[src/rtl/ckb_defs.svh]
// constants for the clock bank disable and invert block
`ifndef CKB_DEFS_SVH
`define CKB_DEFS_SVH

// ----------------------------------------------------------------
// register offsets
// ----------------------------------------------------------------
`define CKB_CTRL_OFFSET 8'h00
`define CKB_SKEW_OFFSET 8'h04
`define CKB_DIV_OFFSET 8'h08
`define CKB_STAT_OFFSET 8'h0c

// ----------------------------------------------------------------
// field positions, masks and reset values
// ----------------------------------------------------------------
`define CKB_OFF_LSB 0
`define CKB_STYLE_LSB 8
`define CKB_POL_LSB 12
`define CKB_FS_LSB 16
`define CKB_CTRL_MASK 32'h0003331f
`define CKB_SEL_MASK 32'h000fffff
`define CKB_CTRL_RESET 32'h00011000
`define CKB_SKEW_RESET 32'h00044444
`define CKB_DIV_RESET 32'h00011111

// ----------------------------------------------------------------
// skew codes, polarity masks, bus answers
// ----------------------------------------------------------------
`define CKB_SKEW_ZERO 4'h4
`define CKB_SKEW_MAX 4'h8
`define CKB_SKEW_FOLLOW1 4'he
`define CKB_SKEW_FOLLOW2 4'hf
`define CKB_INV_PAIRS 4'hc
`define CKB_INV_ALL 4'hf
`define CKB_RESP_OKAY 2'b00
`define CKB_RESP_SLVERR 2'b10

// ----------------------------------------------------------------
// timing: nominal half periods in aclk cycles per range level
// ----------------------------------------------------------------
`define CKB_ACLK_NS 40
`define CKB_HALF_LOW 3'd4
`define CKB_HALF_MID 3'd2
`define CKB_HALF_HIGH 3'd1
`define CKB_PARK_MAX_OUT_CYC 6
`define CKB_SLOW_PERIOD_CYC 96

`endif

[src/rtl/ckb_pkg.sv]
// types for the clock bank disable and invert block
package ckb_pkg;

  typedef enum logic [1:0] {
    CKB_LVL_LOW = 2'b00,
    CKB_LVL_MID = 2'b01,
    CKB_LVL_HIGH = 2'b10
  } ckb_lvl_t;

  typedef enum logic [2:0] {
    CKB_SEL_NONE = 3'b000,
    CKB_SEL_CTRL = 3'b100,
    CKB_SEL_SKEW = 3'b101,
    CKB_SEL_DIV = 3'b110,
    CKB_SEL_STAT = 3'b111
  } ckb_sel_t;

endpackage

[src/rtl/ckb_bank.sv]
// one output bank: divider, skew tap line, parking and polarity
`timescale 1ns/10ps
`include "ckb_defs.svh"
module ckb_bank #(
  parameter int N_OUT = 4
) (
  input logic aclk,
  input logic aresetn,
  input logic nom_edge,
  input logic [3:0] div_ratio,
  input logic [3:0] skew_tap,
  input logic off_request,
  input logic hiz_style,
  input logic test_mode,
  input logic [N_OUT-1:0] invert_mask,
  output logic [N_OUT-1:0] clk_out,
  output logic out_en,
  output logic parked
);
  localparam int PARK_MAX_CYC =
    `CKB_PARK_MAX_OUT_CYC * `CKB_SLOW_PERIOD_CYC;

  logic [3:0] div_cnt, next_div_cnt;
  logic div_clk, next_div_clk;
  logic [15:0] tap_line, next_tap_line;
  logic next_parked;
  logic [N_OUT-1:0] next_clk_out;
  logic [3:0] ratio;
  logic skewed;

  assign ratio = (div_ratio == 4'h0) ? 4'h1 : div_ratio;
  // skew is a tap on the history, independent of polarity
  assign skewed = tap_line[skew_tap];
  // hi-z is combinational: no wait for any edge
  assign out_en = !(off_request && hiz_style && !test_mode);

  always_comb begin
    next_div_cnt = div_cnt;
    next_div_clk = div_clk;
    next_parked = parked;
    if (nom_edge) begin
      if (div_cnt + 4'h1 >= ratio) begin
        next_div_cnt = 4'h0;
        next_div_clk = !div_clk;
      end else begin
        next_div_cnt = div_cnt + 4'h1;
      end
    end
    next_tap_line = {tap_line[14:0], div_clk};
    // park and unpark only while the clock is low: no runt pulses
    if (!skewed) begin
      if (off_request && !hiz_style && !test_mode) begin
        next_parked = 1'b1;
      end else if (!off_request || test_mode) begin
        next_parked = 1'b0;
      end
    end
    // inverting outputs park high, plain ones low
    next_clk_out = {N_OUT{skewed && !(next_parked && !test_mode)}}
      ^ invert_mask;
  end

  always_ff @(posedge aclk) begin
    if (!aresetn) begin
      div_cnt <= 4'h0;
      div_clk <= 1'b0;
      tap_line <= 16'h0000;
      parked <= 1'b0;
      clk_out <= '0;
    end else begin
      div_cnt <= next_div_cnt;
      div_clk <= next_div_clk;
      tap_line <= next_tap_line;
      parked <= next_parked;
      clk_out <= next_clk_out;
    end
  end

  property p_park_bound;
    @(posedge aclk) disable iff (!aresetn)
    $rose(off_request) && !hiz_style && !test_mode |->
      ##[1:PARK_MAX_CYC]
      (parked || !off_request || hiz_style || test_mode);
  endproperty
  a_park_bound: assert property (p_park_bound)
    else $error("bank not parked in time");

  // just out of test the output still follows the clock for a cycle
  property p_park_low;
    @(posedge aclk) disable iff (!aresetn)
    parked && !test_mode && !$past(test_mode) && $stable(invert_mask) |->
      (clk_out & ~invert_mask) == '0;
  endproperty
  a_park_low: assert property (p_park_low)
    else $error("plain output not low while parked");

  property p_park_high;
    @(posedge aclk) disable iff (!aresetn)
    parked && !test_mode && !$past(test_mode) && $stable(invert_mask) |->
      (clk_out & invert_mask) == invert_mask;
  endproperty
  a_park_high: assert property (p_park_high)
    else $error("inverting output not high while parked");

  property p_hiz_now;
    @(posedge aclk) disable iff (!aresetn)
    $rose(off_request) && hiz_style && !test_mode |->
      !out_en && parked == $past(parked);
  endproperty
  a_hiz_now: assert property (p_hiz_now)
    else $error("hi-z not immediate");

  property p_enabled;
    @(posedge aclk) disable iff (!aresetn)
    $fell(off_request) |-> out_en ##[1:PARK_MAX_CYC]
      (!parked || off_request);
  endproperty
  a_enabled: assert property (p_enabled)
    else $error("bank stays off after request dropped");

  property p_restart;
    @(posedge aclk) disable iff (!aresetn)
    $fell(parked) && $stable(invert_mask) |->
      !$past(skewed) && (clk_out & ~invert_mask) == '0;
  endproperty
  a_restart: assert property (p_restart)
    else $error("restart not on a whole period");

  property p_test_on;
    @(posedge aclk) disable iff (!aresetn)
    test_mode && $past(test_mode) && $stable(invert_mask) |-> out_en &&
      (clk_out ^ invert_mask) == {N_OUT{$past(skewed)}};
  endproperty
  a_test_on: assert property (p_test_on)
    else $error("disable acted in factory test");
endmodule

[src/rtl/ckb_top.sv]
// clock bank disable and invert: register slave, loop and banks
`timescale 1ns/10ps
`include "ckb_defs.svh"
// ----------------------------------------------------------------
// How it works
// - every bank, return bank too, is disabled on its own.
// - low off request keeps bank enabled and toggling, in test too.
// - high off request: hi-z if style high, parked if low.
// - parked style stops the bank within six output cycles.
// - parking holds plain outputs low, taken at their falling edge.
// - parking holds inverting outputs high, taken at rising edge.
// - hi-z style releases the whole bank at once, no edge.
// - polarity low: a0, b0 plain; a1, b1 inverted.
// - polarity high: all four third bank outputs inverted.
// - polarity mid: no third bank output inverted.
// - inversion is independent of skew and divide.
// - follow codes give banks 3 and 4 the skew of bank 1 or 2.
// - divide by one runs at the nominal range frequency.
// - two return outputs, four per clock bank, own disables.
// - style mid is factory test: loop bypassed, disables ignored.
// - loop aligns return input rise with primary input rise.
// ----------------------------------------------------------------
module ckb_top #(
  parameter int ADDR_W = 8
) (
  input logic aclk,
  input logic aresetn,
  input logic [ADDR_W-1:0] s_axi_awaddr,
  input logic s_axi_awvalid,
  output logic s_axi_awready,
  input logic [31:0] s_axi_wdata,
  input logic [3:0] s_axi_wstrb,
  input logic s_axi_wvalid,
  output logic s_axi_wready,
  output logic [1:0] s_axi_bresp,
  output logic s_axi_bvalid,
  input logic s_axi_bready,
  input logic [ADDR_W-1:0] s_axi_araddr,
  input logic s_axi_arvalid,
  output logic s_axi_arready,
  output logic [31:0] s_axi_rdata,
  output logic [1:0] s_axi_rresp,
  output logic s_axi_rvalid,
  input logic s_axi_rready,
  input logic ref_in,
  input logic loop_return_input,
  output logic [1:0] return_bank_out,
  output logic return_bank_oe,
  output logic [3:0] bank1_out,
  output logic bank1_oe,
  output logic [3:0] bank2_out,
  output logic bank2_oe,
  output logic third_bank_out_a_zero,
  output logic third_bank_out_b_zero,
  output logic third_bank_out_a_one,
  output logic third_bank_out_b_one,
  output logic bank3_oe,
  output logic [3:0] bank4_out,
  output logic bank4_oe
);
  // ----------------------------------------------------------------
  // helpers
  // ----------------------------------------------------------------
  function automatic ckb_pkg::ckb_sel_t decode(input logic [7:0] a);
    case (a & 8'hfc)
      `CKB_CTRL_OFFSET: decode = ckb_pkg::CKB_SEL_CTRL;
      `CKB_SKEW_OFFSET: decode = ckb_pkg::CKB_SEL_SKEW;
      `CKB_DIV_OFFSET: decode = ckb_pkg::CKB_SEL_DIV;
      `CKB_STAT_OFFSET: decode = ckb_pkg::CKB_SEL_STAT;
      default: decode = ckb_pkg::CKB_SEL_NONE;
    endcase
  endfunction

  function automatic logic [31:0] merge(input logic [31:0] old,
    input logic [31:0] data, input logic [3:0] strb,
    input logic [31:0] mask);
    logic [31:0] r;
    r = old;
    for (int i = 0; i < 4; i++) begin
      if (strb[i]) begin
        r[8*i +: 8] = data[8*i +: 8];
      end
    end
    merge = r & mask;
  endfunction

  // follow codes borrow a neighbour's tap; bad codes fall to zero skew
  function automatic logic [3:0] tap_of(input logic [3:0] code,
    input logic [3:0] t1, input logic [3:0] t2);
    if (code == `CKB_SKEW_FOLLOW1) begin
      tap_of = t1;
    end else if (code == `CKB_SKEW_FOLLOW2) begin
      tap_of = t2;
    end else if (code > `CKB_SKEW_MAX) begin
      tap_of = `CKB_SKEW_ZERO;
    end else begin
      tap_of = code;
    end
  endfunction

  // ----------------------------------------------------------------
  // register slave
  // ----------------------------------------------------------------
  logic [31:0] ctrl, next_ctrl, skew, next_skew, div, next_div;
  logic aw_held, next_aw_held, w_held, next_w_held;
  logic [7:0] aw_addr, next_aw_addr;
  logic [31:0] w_data, next_w_data;
  logic [3:0] w_strb, next_w_strb;
  logic bvalid, next_bvalid, rvalid, next_rvalid;
  logic [1:0] bresp, next_bresp, rresp, next_rresp;
  logic [31:0] rdata, next_rdata, status;
  ckb_pkg::ckb_sel_t wsel, rsel;

  assign s_axi_awready = !aw_held && !bvalid;
  assign s_axi_wready = !w_held && !bvalid;
  assign s_axi_arready = !rvalid;
  assign s_axi_bvalid = bvalid;
  assign s_axi_bresp = bresp;
  assign s_axi_rvalid = rvalid;
  assign s_axi_rresp = rresp;
  assign s_axi_rdata = rdata;
  assign wsel = decode(aw_addr);
  assign rsel = decode(s_axi_araddr[7:0]);

  always_comb begin
    next_aw_held = aw_held;
    next_aw_addr = aw_addr;
    next_w_held = w_held;
    next_w_data = w_data;
    next_w_strb = w_strb;
    next_bvalid = bvalid;
    next_bresp = bresp;
    next_ctrl = ctrl;
    next_skew = skew;
    next_div = div;
    next_rvalid = rvalid;
    next_rdata = rdata;
    next_rresp = rresp;
    if (s_axi_awvalid && s_axi_awready) begin
      next_aw_held = 1'b1;
      next_aw_addr = s_axi_awaddr[7:0];
    end
    if (s_axi_wvalid && s_axi_wready) begin
      next_w_held = 1'b1;
      next_w_data = s_axi_wdata;
      next_w_strb = s_axi_wstrb;
    end
    if (bvalid && s_axi_bready) begin
      next_bvalid = 1'b0;
    end
    if (aw_held && w_held && !bvalid) begin
      next_aw_held = 1'b0;
      next_w_held = 1'b0;
      next_bvalid = 1'b1;
      next_bresp = (wsel == ckb_pkg::CKB_SEL_NONE) ?
        `CKB_RESP_SLVERR : `CKB_RESP_OKAY;
      case (wsel)
        ckb_pkg::CKB_SEL_CTRL:
          next_ctrl = merge(ctrl, w_data, w_strb, `CKB_CTRL_MASK);
        ckb_pkg::CKB_SEL_SKEW:
          next_skew = merge(skew, w_data, w_strb, `CKB_SEL_MASK);
        ckb_pkg::CKB_SEL_DIV:
          next_div = merge(div, w_data, w_strb, `CKB_SEL_MASK);
        default: next_ctrl = ctrl;
      endcase
    end
    if (rvalid && s_axi_rready) begin
      next_rvalid = 1'b0;
    end
    if (s_axi_arvalid && s_axi_arready) begin
      next_rvalid = 1'b1;
      next_rresp = `CKB_RESP_OKAY;
      case (rsel)
        ckb_pkg::CKB_SEL_CTRL: next_rdata = ctrl;
        ckb_pkg::CKB_SEL_SKEW: next_rdata = skew;
        ckb_pkg::CKB_SEL_DIV: next_rdata = div;
        ckb_pkg::CKB_SEL_STAT: next_rdata = status;
        default: begin
          next_rdata = 32'h00000000;
          next_rresp = `CKB_RESP_SLVERR;
        end
      endcase
    end
  end

  always_ff @(posedge aclk) begin
    if (!aresetn) begin
      aw_held <= 1'b0;
      aw_addr <= 8'h00;
      w_held <= 1'b0;
      w_data <= 32'h00000000;
      w_strb <= 4'h0;
      bvalid <= 1'b0;
      bresp <= `CKB_RESP_OKAY;
      ctrl <= `CKB_CTRL_RESET;
      skew <= `CKB_SKEW_RESET;
      div <= `CKB_DIV_RESET;
      rvalid <= 1'b0;
      rdata <= 32'h00000000;
      rresp <= `CKB_RESP_OKAY;
    end else begin
      aw_held <= next_aw_held;
      aw_addr <= next_aw_addr;
      w_held <= next_w_held;
      w_data <= next_w_data;
      w_strb <= next_w_strb;
      bvalid <= next_bvalid;
      bresp <= next_bresp;
      ctrl <= next_ctrl;
      skew <= next_skew;
      div <= next_div;
      rvalid <= next_rvalid;
      rdata <= next_rdata;
      rresp <= next_rresp;
    end
  end

  // ----------------------------------------------------------------
  // control decode
  // ----------------------------------------------------------------
  logic [4:0] off_req, parked, boe;
  ckb_pkg::ckb_lvl_t style, pol3, fs;
  logic test_mode, hiz_style, aligned;
  logic [3:0] pol_mask;
  logic [2:0] half;

  assign off_req = ctrl[`CKB_OFF_LSB +: 5];
  assign style = ckb_pkg::ckb_lvl_t'(ctrl[`CKB_STYLE_LSB +: 2]);
  assign pol3 = ckb_pkg::ckb_lvl_t'(ctrl[`CKB_POL_LSB +: 2]);
  assign fs = ckb_pkg::ckb_lvl_t'(ctrl[`CKB_FS_LSB +: 2]);
  assign test_mode = style == ckb_pkg::CKB_LVL_MID;
  assign hiz_style = style == ckb_pkg::CKB_LVL_HIGH;
  assign status = {25'h0000000, test_mode, aligned, parked};

  always_comb begin
    case (pol3)
      ckb_pkg::CKB_LVL_LOW: pol_mask = `CKB_INV_PAIRS;
      ckb_pkg::CKB_LVL_HIGH: pol_mask = `CKB_INV_ALL;
      default: pol_mask = 4'h0;
    endcase
    case (fs)
      ckb_pkg::CKB_LVL_LOW: half = `CKB_HALF_LOW;
      ckb_pkg::CKB_LVL_HIGH: half = `CKB_HALF_HIGH;
      default: half = `CKB_HALF_MID;
    endcase
  end

  // ----------------------------------------------------------------
  // input synchronisers and phase loop
  // ----------------------------------------------------------------
  logic ref_s1, ref_s2, ref_d, ret_s1, ret_s2, ret_d;
  logic [2:0] nom_cnt, next_nom_cnt;
  logic next_aligned, ref_rise, ret_rise, nom_edge, slip;

  assign ref_rise = ref_s2 && !ref_d;
  assign ret_rise = ret_s2 && !ret_d;
  // crude loop: a primary rise without a return rise restarts phase
  assign slip = !test_mode && ref_rise && !ret_rise;
  // test bypasses the loop and runs banks from the primary input
  assign nom_edge = test_mode ? ref_rise :
    (nom_cnt + 3'd1 >= half);

  always_comb begin
    next_aligned = aligned;
    next_nom_cnt = nom_cnt + 3'd1;
    if (slip || nom_edge) begin
      next_nom_cnt = 3'd0;
    end
    // a slow primary input only works if undivided feedback matches
    if (ref_rise) begin
      next_aligned = ret_rise;
    end
  end

  always_ff @(posedge aclk) begin
    if (!aresetn) begin
      ref_s1 <= 1'b0;
      ref_s2 <= 1'b0;
      ref_d <= 1'b0;
      ret_s1 <= 1'b0;
      ret_s2 <= 1'b0;
      ret_d <= 1'b0;
      nom_cnt <= 3'd0;
      aligned <= 1'b0;
    end else begin
      ref_s1 <= ref_in;
      ref_s2 <= ref_s1;
      ref_d <= ref_s2;
      ret_s1 <= loop_return_input;
      ret_s2 <= ret_s1;
      ret_d <= ret_s2;
      nom_cnt <= next_nom_cnt;
      aligned <= next_aligned;
    end
  end

  // ----------------------------------------------------------------
  // banks
  // ----------------------------------------------------------------
  logic [3:0] tap [0:4];
  logic [3:0] bout [1:4];

  assign tap[0] = tap_of(skew[3:0], `CKB_SKEW_ZERO, `CKB_SKEW_ZERO);
  assign tap[1] = tap_of(skew[7:4], `CKB_SKEW_ZERO, `CKB_SKEW_ZERO);
  assign tap[2] = tap_of(skew[11:8], `CKB_SKEW_ZERO, `CKB_SKEW_ZERO);
  assign tap[3] = tap_of(skew[15:12], tap[1], tap[2]);
  assign tap[4] = tap_of(skew[19:16], tap[1], tap[2]);

  ckb_bank #(.N_OUT(2)) u_return (
    .aclk(aclk),
    .aresetn(aresetn),
    .nom_edge(nom_edge),
    .div_ratio(div[3:0]),
    .skew_tap(tap[0]),
    .off_request(off_req[0]),
    .hiz_style(hiz_style),
    .test_mode(test_mode),
    .invert_mask(2'b00),
    .clk_out(return_bank_out),
    .out_en(boe[0]),
    .parked(parked[0])
  );

  for (genvar g = 1; g < 5; g++) begin : g_bank
    ckb_bank #(.N_OUT(4)) u_bank (
      .aclk(aclk),
      .aresetn(aresetn),
      .nom_edge(nom_edge),
      .div_ratio(div[4*g +: 4]),
      .skew_tap(tap[g]),
      .off_request(off_req[g]),
      .hiz_style(hiz_style),
      .test_mode(test_mode),
      .invert_mask((g == 3) ? pol_mask : 4'h0),
      .clk_out(bout[g]),
      .out_en(boe[g]),
      .parked(parked[g])
    );
  end

  assign return_bank_oe = boe[0];
  assign bank1_out = bout[1];
  assign bank1_oe = boe[1];
  assign bank2_out = bout[2];
  assign bank2_oe = boe[2];
  assign third_bank_out_a_zero = bout[3][0];
  assign third_bank_out_b_zero = bout[3][1];
  assign third_bank_out_a_one = bout[3][2];
  assign third_bank_out_b_one = bout[3][3];
  assign bank3_oe = boe[3];
  assign bank4_out = bout[4];
  assign bank4_oe = boe[4];

  property p_pol_pairs;
    @(posedge aclk) disable iff (!aresetn)
    pol3 == ckb_pkg::CKB_LVL_LOW && $past(pol3) == pol3 |->
      bout[3][0] != bout[3][2] && bout[3][1] != bout[3][3];
  endproperty
  a_pol_pairs: assert property (p_pol_pairs)
    else $error("third bank pairs not complementary");

  property p_pol_all;
    @(posedge aclk) disable iff (!aresetn)
    pol3 == ckb_pkg::CKB_LVL_HIGH && $past(pol3) == pol3 &&
      parked[3] && !test_mode && !$past(test_mode) |-> bout[3] == 4'hf;
  endproperty
  a_pol_all: assert property (p_pol_all)
    else $error("third bank not all inverted");

  property p_pol_none;
    @(posedge aclk) disable iff (!aresetn)
    pol3 == ckb_pkg::CKB_LVL_MID && $past(pol3) == pol3 |->
      bout[3] == 4'h0 || bout[3] == 4'hf;
  endproperty
  a_pol_none: assert property (p_pol_none)
    else $error("third bank inverted in mid");

  property p_follow;
    @(posedge aclk) disable iff (!aresetn)
    skew[15:12] == `CKB_SKEW_FOLLOW2 && $rose(nom_edge) |->
      tap[3] == tap[2] ##1 $stable(tap[3]) || $changed(skew);
  endproperty
  a_follow: assert property (p_follow)
    else $error("third bank does not follow second skew");
endmodule

[config.mk]
export PLATFORM = sky130hd
export DESIGN_NAME = ckb_top
export DESIGN_NICKNAME = d
export VERILOG_FILES = /design/src/rtl/ckb_pkg.sv /design/src/rtl/ckb_bank.sv /design/src/rtl/ckb_top.sv
export VERILOG_INCLUDE_DIRS = /design/src /design/src/rtl
export SDC_FILE = /design/constraint.sdc
export NUM_CORES = 1
export LEC_CHECK = 0
export ABC_AREA = 1
export BUFFER_PORTS_ARGS = -buffer_cell sky130_fd_sc_hd__buf_2
export CAP_MARGIN = 20
export CORE_ASPECT_RATIO = 0.75
export CORE_MARGIN = 5
export CORE_UTILIZATION = 32
export DETAILED_ROUTE_END_ITERATION = 6
export GPL_TIMING_DRIVEN = 0
export HOLD_SLACK_MARGIN = 0.06
export PLACE_DENSITY = 0.57
export SLEW_MARGIN = 10
export SYNTH_ARGS = -nofsm -noshare
export SYNTH_HDL_FRONTEND = slang
export SYNTH_SLANG_ARGS = --single-unit
[constraint.sdc]
create_clock -name aclk -period 3.24 [get_ports aclk]
set_input_delay 0.486 -clock aclk [delete_from_list [all_inputs] [get_ports aclk]]
set_output_delay 0.486 -clock aclk [all_outputs]
set_load 0.005 [all_outputs]
==> flow_summary.toml, run 1 <==
[clock_network]
cts_setup_buffers = 0
clock_tree.root_cell = "clkbuf_16"
clk_path_buf_depth = 3
clk_pin_slew_ns = 0.06
htree_levels = 1
cts_tree = "yes"
numCtsBuffers = 23
cts_hold_buf = 0
cts_resized = 0
clock_latency_ns = 0.51
numClockSinks = 212

[drt]
wl_per_cell_um = 15.0
drcViolationCount = 0
first_pass_iters = 5
wirelength_mm = 27.0
drt_iter0_drc = 621
postRouteAntennaNets = 0
dr_total_vias = 8269
viasPerCell = 4.58

[synthesis]
ys_seq_area_share_pct = 45.4
yosys_warnings = 0
synth_seq_cells = 212
synth-async-reset-ratio_pct = 0
synth_cell_types = 43
netlist_instances = 1265
avgSynthCellArea_sq_um = 7.39
synth_edf_count = 0
ys.flop_type = "dfxtp_1"
syn_area_sq_um = 9350

[floorplan]
rows = 54
dieHeight_um = 158
initial_utilization_pct = 32.3
num_io_pins = 125
core_sq_um = 28900
die_area_sq_um = 32800
fp.dieW_um = 207

[global_routing]
grt.overflow.total = 0
track_usage_pct = 16.1
grt_max_degree = 14
grt_pass1_wl_mm = 42.7
grt_pass1_vias = 7703
antenna_found_initial = 1

[pwr]
peakVddDrop_mv = 0.355
totalPowerFinal_mw = 5.94
p_leak_nw = 5.29
power.density_nw_per_um2 = 537

[placed_design]
pre_cts_slack_ns = 0.569
dpl.hpwl_mm = 20.9
gp_congestion = 0.914
port_buffers = 93

[worst_setup_path]
cp-start-kind = "flip-flop"
cp.arrival_ns = 3.07
crit_path_end_kind = "flip-flop"
crit_type = "reg -> reg"
worstPathCellList = "ha_1 > inv_1 > or2_2 > nand2_1 > ha_1 > a21oi_1 > o2111ai_1 > nand2_1 > inv_1 > nor2_2 > inv_1 > o21ai_0"
worstPathRequired_ns = 3.66
reg2regPathDepth = 12
cp_common_cell = "inv_1"
r2r_end = "g_bank[3].u_bank.div_cnt[3]"
crit_fanout = 8
worst-path-buf-inv = 3
slowest_stage = "nor2_2"
endpoint = "g_bank[3].u_bank.div_cnt[3]"
crit_start = "nom_cnt[0]"
r2r_start = "nom_cnt[0]"
regToRegSetupSlack_ns = 0.59
crit_cells = 12
slowest_delay_ns = 0.38
cp_top_family = "simple AND/OR/NAND/NOR gates"

[sta]
finalHoldViolCount = 0
slew_headroom_pct = 37.7
rsz0062_at_grt = "no"
min_period_over_period_pct = 81.8
slew_viol_final = 0
min_period_ns = 2.65
clock.fmax_mhz = 378
tightest_slew_ns = 0.934
timing.setup.tns_ns = 0
setup_viol = 0
setup_slack_ns = 0.591
finClkSkew_ns = 0.0123

[run_status]
status = "finished clean"

[layout]
num_antenna_cells = 0
final_util_pct = 38.3
layout.nets = 1486
syn2layout_area_growth_pct = 18.3
drive_gt1_share_pct = 13.8

[job]
cap_violations = 0

[hold_path]
min_path_type = "in -> reg"
==> Yosys cell counts (11+ instances only) <==
| master | count | area (sq um) |
|---|---|---|
| ha_1 | 29 | 363 |
| inv_1 | 205 | 769 |
| buf_4 | 28 | 210 |
| nor2_1 | 122 | 458 |
| nand2_1 | 259 | 972 |
| nand3_1 | 37 | 185 |
| clkbuf_1 | 29 | 109 |
| o21ai_0 | 116 | 581 |
| dfxtp_1 | 212 | 4240 |
| a21oi_1 | 96 | 480 |
| nand2_2 | 11 | 68.8 |
| o211ai_1 | 22 | 165 |
==> worst min-delay path by stage <==
| stage | startpoint | end | slack [ns] | depth (start not counted) |
|---|---|---|---|---|
| 6_report | ref_in | ref_s1 | 0.18 | 3 |
| 5_1_grt | loop_return_input | ret_s1 | 0.17 | 3 |
| 4_1_cts | loop_return_input | ret_s1 | 0.16 | 3 |
| 2_1_floorplan | ref_s1 | ref_s2 | 0.39 | 2 |
| 3_3_place_gp | ref_s1 | ref_s2 | 0.40 | 2 |
| 3_5_place_dp | ref_s1 | ref_s2 | 0.40 | 2 |
==> sequential cells by signal (all words and copies together) (netlist names), 5 cells and up <==
register	count
div	20
aw_addr	6
s_axi_rdata	20
ctrl	11
u_return.tap_line	12
w_data	20
g_bank.u_bank.div_cnt	16
g_bank.u_bank.clk_out	5
g_bank.u_bank.tap_line	48
skew	20
==> placed cells by master, fill, tap and decap left out, drive strengths merged <==
| master | n |
|---|---|
| nor3 | 5 |
| o21bai | 7 |
| conb | 14 |
| o22ai | 10 |
| nand3b | 2 |
| a22oi | 6 |
| dfxtp | 212 |
| o2111ai | 2 |
| o21a | 1 |
| a21oi | 96 |
| a22o | 5 |
| clkbuf | 63 |
| a211oi | 4 |
| nand3 | 40 |
| xnor2 | 5 |
| clkinv | 7 |
| xor2 | 5 |
| buf | 128 |
| a31oi | 1 |
| o211ai | 22 |
| a31o | 2 |
| nand2 | 273 |
| o31ai | 3 |
| o221ai | 6 |
| o21ai | 117 |
| o311ai | 2 |
| nor2 | 131 |
| or2 | 4 |
| o32ai | 1 |
| inv | 207 |
| ha | 29 |
| bufinv | 1 |
| clkinvlp | 1 |
==> stage by stage <==
step	cells	hold WS, ns	area [sq um]
global route	1804	0.165	11100
CTS	1804	0.162	11100
global placement	1763	0.398	10400
floorplan	1278	0.390	9400
finish	1804	0.179	11100
detailed placement	1763	0.397	10400
==> final cells by class <==
type	count	area, sq um
fillers	3085	17900
flip-flops and latches	212	4240
multi-input cells	793	4010
inverters	209	785
clock buffers	34	647
well taps	392	490
repair buffers	93	465
plain buffers	64	358
clock inverters	7	62.6
==> kinds of logic (layout without fill, tap and decap cells) <==
logic type               Yosys count  count (layout)  synth area share [%]
other                              1              14                0.0401
XOR/XNOR                          10              10                 0.937
buffers and inverters            273             407                  12.2
flip-flops                       212             212                  45.4
AO/OA/AOI/OAI                    285             285                  17.3
adder cells (fa/ha/maj)           29              29                  3.88
AND/OR/NAND/NOR                  455             455                  20.2
==> worst min-delay path, delay by kind of cell <==
family | cells | cell delay, ns
and+or+nand+nor | 1 | 0.04
buffers and inverters | 2 | 0.12
==> per-layer routing <==
layer	wire (um)	share of wire, %	GRT usage, %
met3	2410	8.9	3.72
met2	10000	37	22.0
met5	13	0.048	0
met1	14000	52	25.4
met4	513	1.9	3.15
==> power by group <==
part	switching (mW)	leakage [nW]	internal [mW]
logic	0.423	3.23	0.193
registers	0.0905	1.72	2.72
clock network	1.05	0.348	1.46
No activity file was read; power rests on OpenSTA's default activity.
==> run 2: changes to the inputs <==
- PLACE_DENSITY: 0.57 -> 0.59
- clock period: 3.24 -> 2.2 ns (I/O delays scaled with it)
==> flow_summary.toml, run 2 (same netlist as run 1, synthesis figures left out) <==
[run_status]
status = "finished clean"

[sta]
timing.setup.tns_ns = 0
setup_slack_ns = 0.0315
whs_ns = 0.0783
finalHoldViolCount = 0
finClkSkew_ns = 0.0100
setup_viol = 0
min_period_over_period_pct = 98.6
rsz0062_at_grt = "yes"
min_period_ns = 2.17
slew_viol_final = 0
clock.fmax_mhz = 461
tightest_slew_ns = 0.896
slew_headroom_pct = 40.2

[placed_design]
port_buffers = 93
dpl.hpwl_mm = 20.7
gp_congestion = 0.902
placed_cells = 1763
place_area_sq_um = 10400
pre_cts_slack_ns = -0.430

[global_routing]
grt.overflow.total = 0
grt_max_degree = 14
antenna_found_initial = 0
grt_pass1_vias = 7872
grt_pass1_wl_mm = 42.6
track_usage_pct = 16.0

[floorplan]
core_sq_um = 28900
initial_utilization_pct = 32.3
die_area_sq_um = 32800
num_io_pins = 125
rows = 54
dieHeight_um = 158
fp.dieW_um = 207

[clock_network]
numCtsBuffers = 23
cts_tree = "yes"
htree_levels = 1
clk_path_buf_depth = 3
clock_tree.root_cell = "clkbuf_16"
numClockSinks = 212
clk_pin_slew_ns = 0.06
clock_latency_ns = 0.51

[drt]
wl_met1_mm = 13.8
dr_wl_met2_mm = 10.4
wirelength_mm = 27.2
wl_per_cell_um = 15.0
dr_wl_met3_mm = 2.48
first_pass_iters = 5
drcViolationCount = 0
dr_total_vias = 8431
viasPerCell = 4.65
highest_layer = "met4"
postRouteAntennaNets = 0
drt_iter0_drc = 717

[layout]
mostFrequentLayoutCells = "nand2_1 (245), dfxtp_1 (209), inv_1 (199)"
layout_commonest_cell = "nand2_1"
final_util_pct = 39.6
top_register = "g_bank.u_bank.tap_line"
n_fill_cell = 3036
syn2layout_area_growth_pct = 22.5
drive_gt1_share_pct = 17.3
num_antenna_cells = 0
largest_register_ffs = 48
layout.cells.non_filler = 1814
design_area_sq_um = 11500
layout.nets = 1499

[hold_path]
min_path_type = "in -> reg"

[worst_setup_path]
cp-start-kind = "flip-flop"
slowest_stage = "dfxtp_2"
cp.arrival_ns = 2.60
crit_fanout = 5
slowest_delay_ns = 0.34
crit_path_end_kind = "flip-flop"
crit_type = "reg -> reg"
worstPathRequired_ns = 2.64
worstPathCellList = "ha_4 > inv_2 > or2_4 > nand2_4 > ha_4 > a21oi_2 > o2111ai_2 > nand2_2 > inv_2 > nor2_4 > buf_12 > buf_12 > buf_8 > nand2_1 > o21ai_1"

[job]
cap_violations = 0

[pwr]
totalPowerFinal_mw = 9.55
power.density_nw_per_um2 = 834
peakVddDrop_mv = 0.454
p_leak_nw = 5.41
==> run 2: area by class of cell <==
type,count,area (sq um),area share (%)
Clock inverter,7,113,0.983
Sequential cell,212,4250,37.1
Tap cell,392,490,4.28
Multi-Input combinational cell,793,4170,36.4
Inverter,209,793,6.93
Clock buffer,31,646,5.64
Timing Repair Buffer,106,632,5.52
Buffer,64,365,3.19
==> run 2: power by group <==
part | internal, mW | switching [mW] | total, mW
Clock | 2.39 | 1.54 | 3.94
Sequential | 4.01 | 0.138 | 4.15
Combinational | 0.643 | 0.829 | 1.47
==> run 2: worst paths after layout <==
| kind | cells after the start | end | slack (ns) | from |
|---|---|---|---|---|
| hold / removal | 3 | aw_addr[6] | 0.08 | s_axi_awaddr[6] |
| hold reg to reg | 2 | ref_s2 | 0.41 | ref_s1 |
| setup reg to reg | 15 | g_bank[4].u_bank.div_cnt[2] | 0.03 | nom_cnt[1] |
| setup / recovery | 15 | g_bank[4].u_bank.div_cnt[2] | 0.03 | nom_cnt[1] |
==> run 2: timing repair <==
item	4_1_cts	5_1_grt
buffers inserted	7	2
pin swaps	6	15
gates resized for setup	24	48
hold endpoints to repair	3	0
hold buffers	3	0
setup endpoints to repair	28	41
gates cloned	1	0
==> run 2: critical path, delay by kind of cell, from the launching register on <==
kind	cells	cell delay, ns
and+or+nand+nor	5	0.63
buffers and inverters	5	0.47
DFF	1	0.34
adders and majority gates	2	0.34
AOI/OAI and AO/OA	3	0.32
==> run 2: per-layer routing <==
layer  up-vias  GRT usage [%]
met4         0           3.43
met3        37           4.14
met1      3826           24.2
met2       293           22.8
li1       4275              -
met5         -              0
==> run 3: changes to the inputs <==
- CELL_PAD_IN_SITES_DETAIL_PLACEMENT: unset -> 0
- CELL_PAD_IN_SITES_GLOBAL_PLACEMENT: unset -> 1
- GPL_ROUTABILITY_DRIVEN: unset -> 0
- PLACE_DENSITY: 0.59 -> 0.74
==> flow_summary.toml, run 3 (same netlist as run 1, synthesis figures left out) <==
[sta]
min_period_over_period_pct = 96.8
tightest_slew_ns = 0.832
setup_slack_ns = 0.0709
setup_viol = 0
rsz0062_at_grt = "yes"
slew_viol_final = 0
finalHoldViolCount = 0
finClkSkew_ns = 0.0257
min_period_ns = 2.13
slew_headroom_pct = 44.1
whs_ns = 0.0767
clock.fmax_mhz = 470

[layout]
mostFrequentLayoutCells = "nand2_1 (255), dfxtp_1 (208), inv_1 (201)"
largest_register_ffs = 48
layout.nets = 1496
drive_gt1_share_pct = 16.2
layout_commonest_cell = "nand2_1"
top_register = "g_bank.u_bank.tap_line"
syn2layout_area_growth_pct = 20.4
layout.cells.non_filler = 1812
num_antenna_cells = 0

[pwr]
power.density_nw_per_um2 = 794
peakVddDrop_mv = 0.511
p_leak_nw = 5.35
totalPowerFinal_mw = 8.94

[placed_design]
port_buffers = 93
pre_cts_slack_ns = -0.440
dpl.hpwl_mm = 21.1
placed_cells = 1763

[worst_setup_path]
crit_type = "in -> reg"
crit_fanout = 7
crit_path_end_kind = "flip-flop"
reg2regPathDepth = 13
r2r_end = "g_bank[2].u_bank.div_cnt[1]"
cp.arrival_ns = 2.57
r2r_start = "nom_cnt[0]"
worstPathRequired_ns = 2.64
worst-path-buf-inv = 2
slowest_stage = "nor3_1"
slowest_delay_ns = 0.67
worstPathCellList = "buf_2 > nor2_1 > nand2_1 > nor3_1 > inv_1 > o21ai_0 > nand2_1 > a21oi_1"
cp_top_family = "simple AND/OR/NAND/NOR gates"
regToRegSetupSlack_ns = 0.10
cp_common_cell = "nand2_1"
cp-start-kind = "input pin"

[drt]
postRouteAntennaNets = 0
wl_per_cell_um = 15.2
viasPerCell = 4.59
dr_total_vias = 8311
first_pass_iters = 5
drt_iter0_drc = 559
wirelength_mm = 27.5
drcViolationCount = 0

[floorplan]
core_sq_um = 28900
dieHeight_um = 158
die_area_sq_um = 32800
rows = 54
fp.dieW_um = 207
initial_utilization_pct = 32.3
num_io_pins = 125

[global_routing]
track_usage_pct = 16.4
grt_max_degree = 14
antenna_found_initial = 0
grt.overflow.total = 0
grt_pass1_vias = 7654
grt_pass1_wl_mm = 42.7

[clock_network]
numCtsBuffers = 23
clk_path_buf_depth = 3
cts_tree = "yes"
htree_levels = 1
clock_latency_ns = 0.52
clk_pin_slew_ns = 0.06
numClockSinks = 212
clock_tree.root_cell = "clkbuf_16"

[hold_path]
min_from = "s_axi_wdata[8]"
min_to = "w_data[8]"
min_path_type = "in -> reg"
worstHoldPathCells = 3

[run_status]
status = "finished clean"

[job]
cap_violations = 0
-- run 3: changes by cell type in the layout (fill, tap and decap cells not counted), moves of 3 or more --
cell | previous run | this run
bufinv_16 | 3 | 0
nor2_2 | 8 | 11
nand2_1 | 245 | 255
clkinv_2 | 3 | 6
o21ai_1 | 13 | 7
o21ai_0 | 101 | 108
nor2_4 | 10 | 6
nand2_2 | 24 | 13
-- run 3: worst max path at each step --
| stage | from | end | slack (ns) | cells past startpoint |
|---|---|---|---|---|
| global route | nom_cnt[0] | g_bank[3].u_bank.div_cnt[2] | -0.04 | 14 |
| CTS | nom_cnt[0] | nom_cnt[2] | 0.02 | 13 |
| detailed placement | nom_cnt[0] | g_bank[3].u_bank.div_cnt[3] | -0.44 | 12 |
| global placement | nom_cnt[0] | g_bank[2].u_bank.div_cnt[3] | -0.41 | 12 |
| finish | s_axi_araddr[7] | s_axi_rdata[4] | 0.07 | 8 |
| floorplan | nom_cnt[0] | g_bank[1].u_bank.div_cnt[0] | 0.13 | 13 |
-- run 3: worst min-delay path, delay by kind of cell --
kind | cells | cell delay [ns]
AOI/OAI and AO/OA | 1 | 0.07
buffers and inverters | 1 | 0.07
and+or+nand+nor | 1 | 0.08
-- run 3: cell type report --
class | instances | area (sq um)
Tap cell | 392 | 490
Buffer | 64 | 362
Sequential cell | 212 | 4250
Fill cell | 3121 | 17700
Clock inverter | 7 | 38.8
Multi-Input combinational cell | 793 | 4120
Timing Repair Buffer | 103 | 568
Inverter | 209 | 791
Clock buffer | 32 | 639
-- run 3: power breakdown --
group / internal [mW] / switching (mW)
combinational: 0.476 / 0.749
clock: 2.02 / 1.56
sequential: 4.01 / 0.126
-- run 3: layer usage --
layer | routed length (um) | track usage [%] | vias to the layer above | part of all wire, %
met5 | 0 | 0 | - | 0
met3 | 2300 | 3.80 | 43 | 8.4
li1 | - | - | 4274 | -
met4 | 587 | 3.78 | 0 | 2.1
met2 | 10300 | 22.5 | 261 | 37
met1 | 14300 | 25.5 | 3733 | 52
-- run 3: per-stage QoR --
| stage | TNS, ns | util [%] | cell area [sq um] |
|---|---|---|---|
| final | 0 | 38.9 | 11300 |
| after global routing | -0.187 | 38.9 | 11300 |
| after CTS | 0 | 38.5 | 11100 |
| after detailed placement | -9.10 | 35.8 | 10400 |
| after global placement | -8.34 | 35.8 | 10400 |
| after floorplan | 0 | - | 9400 |
-- run 3: timing repair --
action | CTS | global route
cloned | 1 | 0
buffers inserted | 5 | 1
gates resized for setup | 9 | 39
hold endpoints to repair | 3 | 0
hold buffers | 3 | 0
pin swaps | 4 | 8
endpoints found under the setup margin | 28 | 42
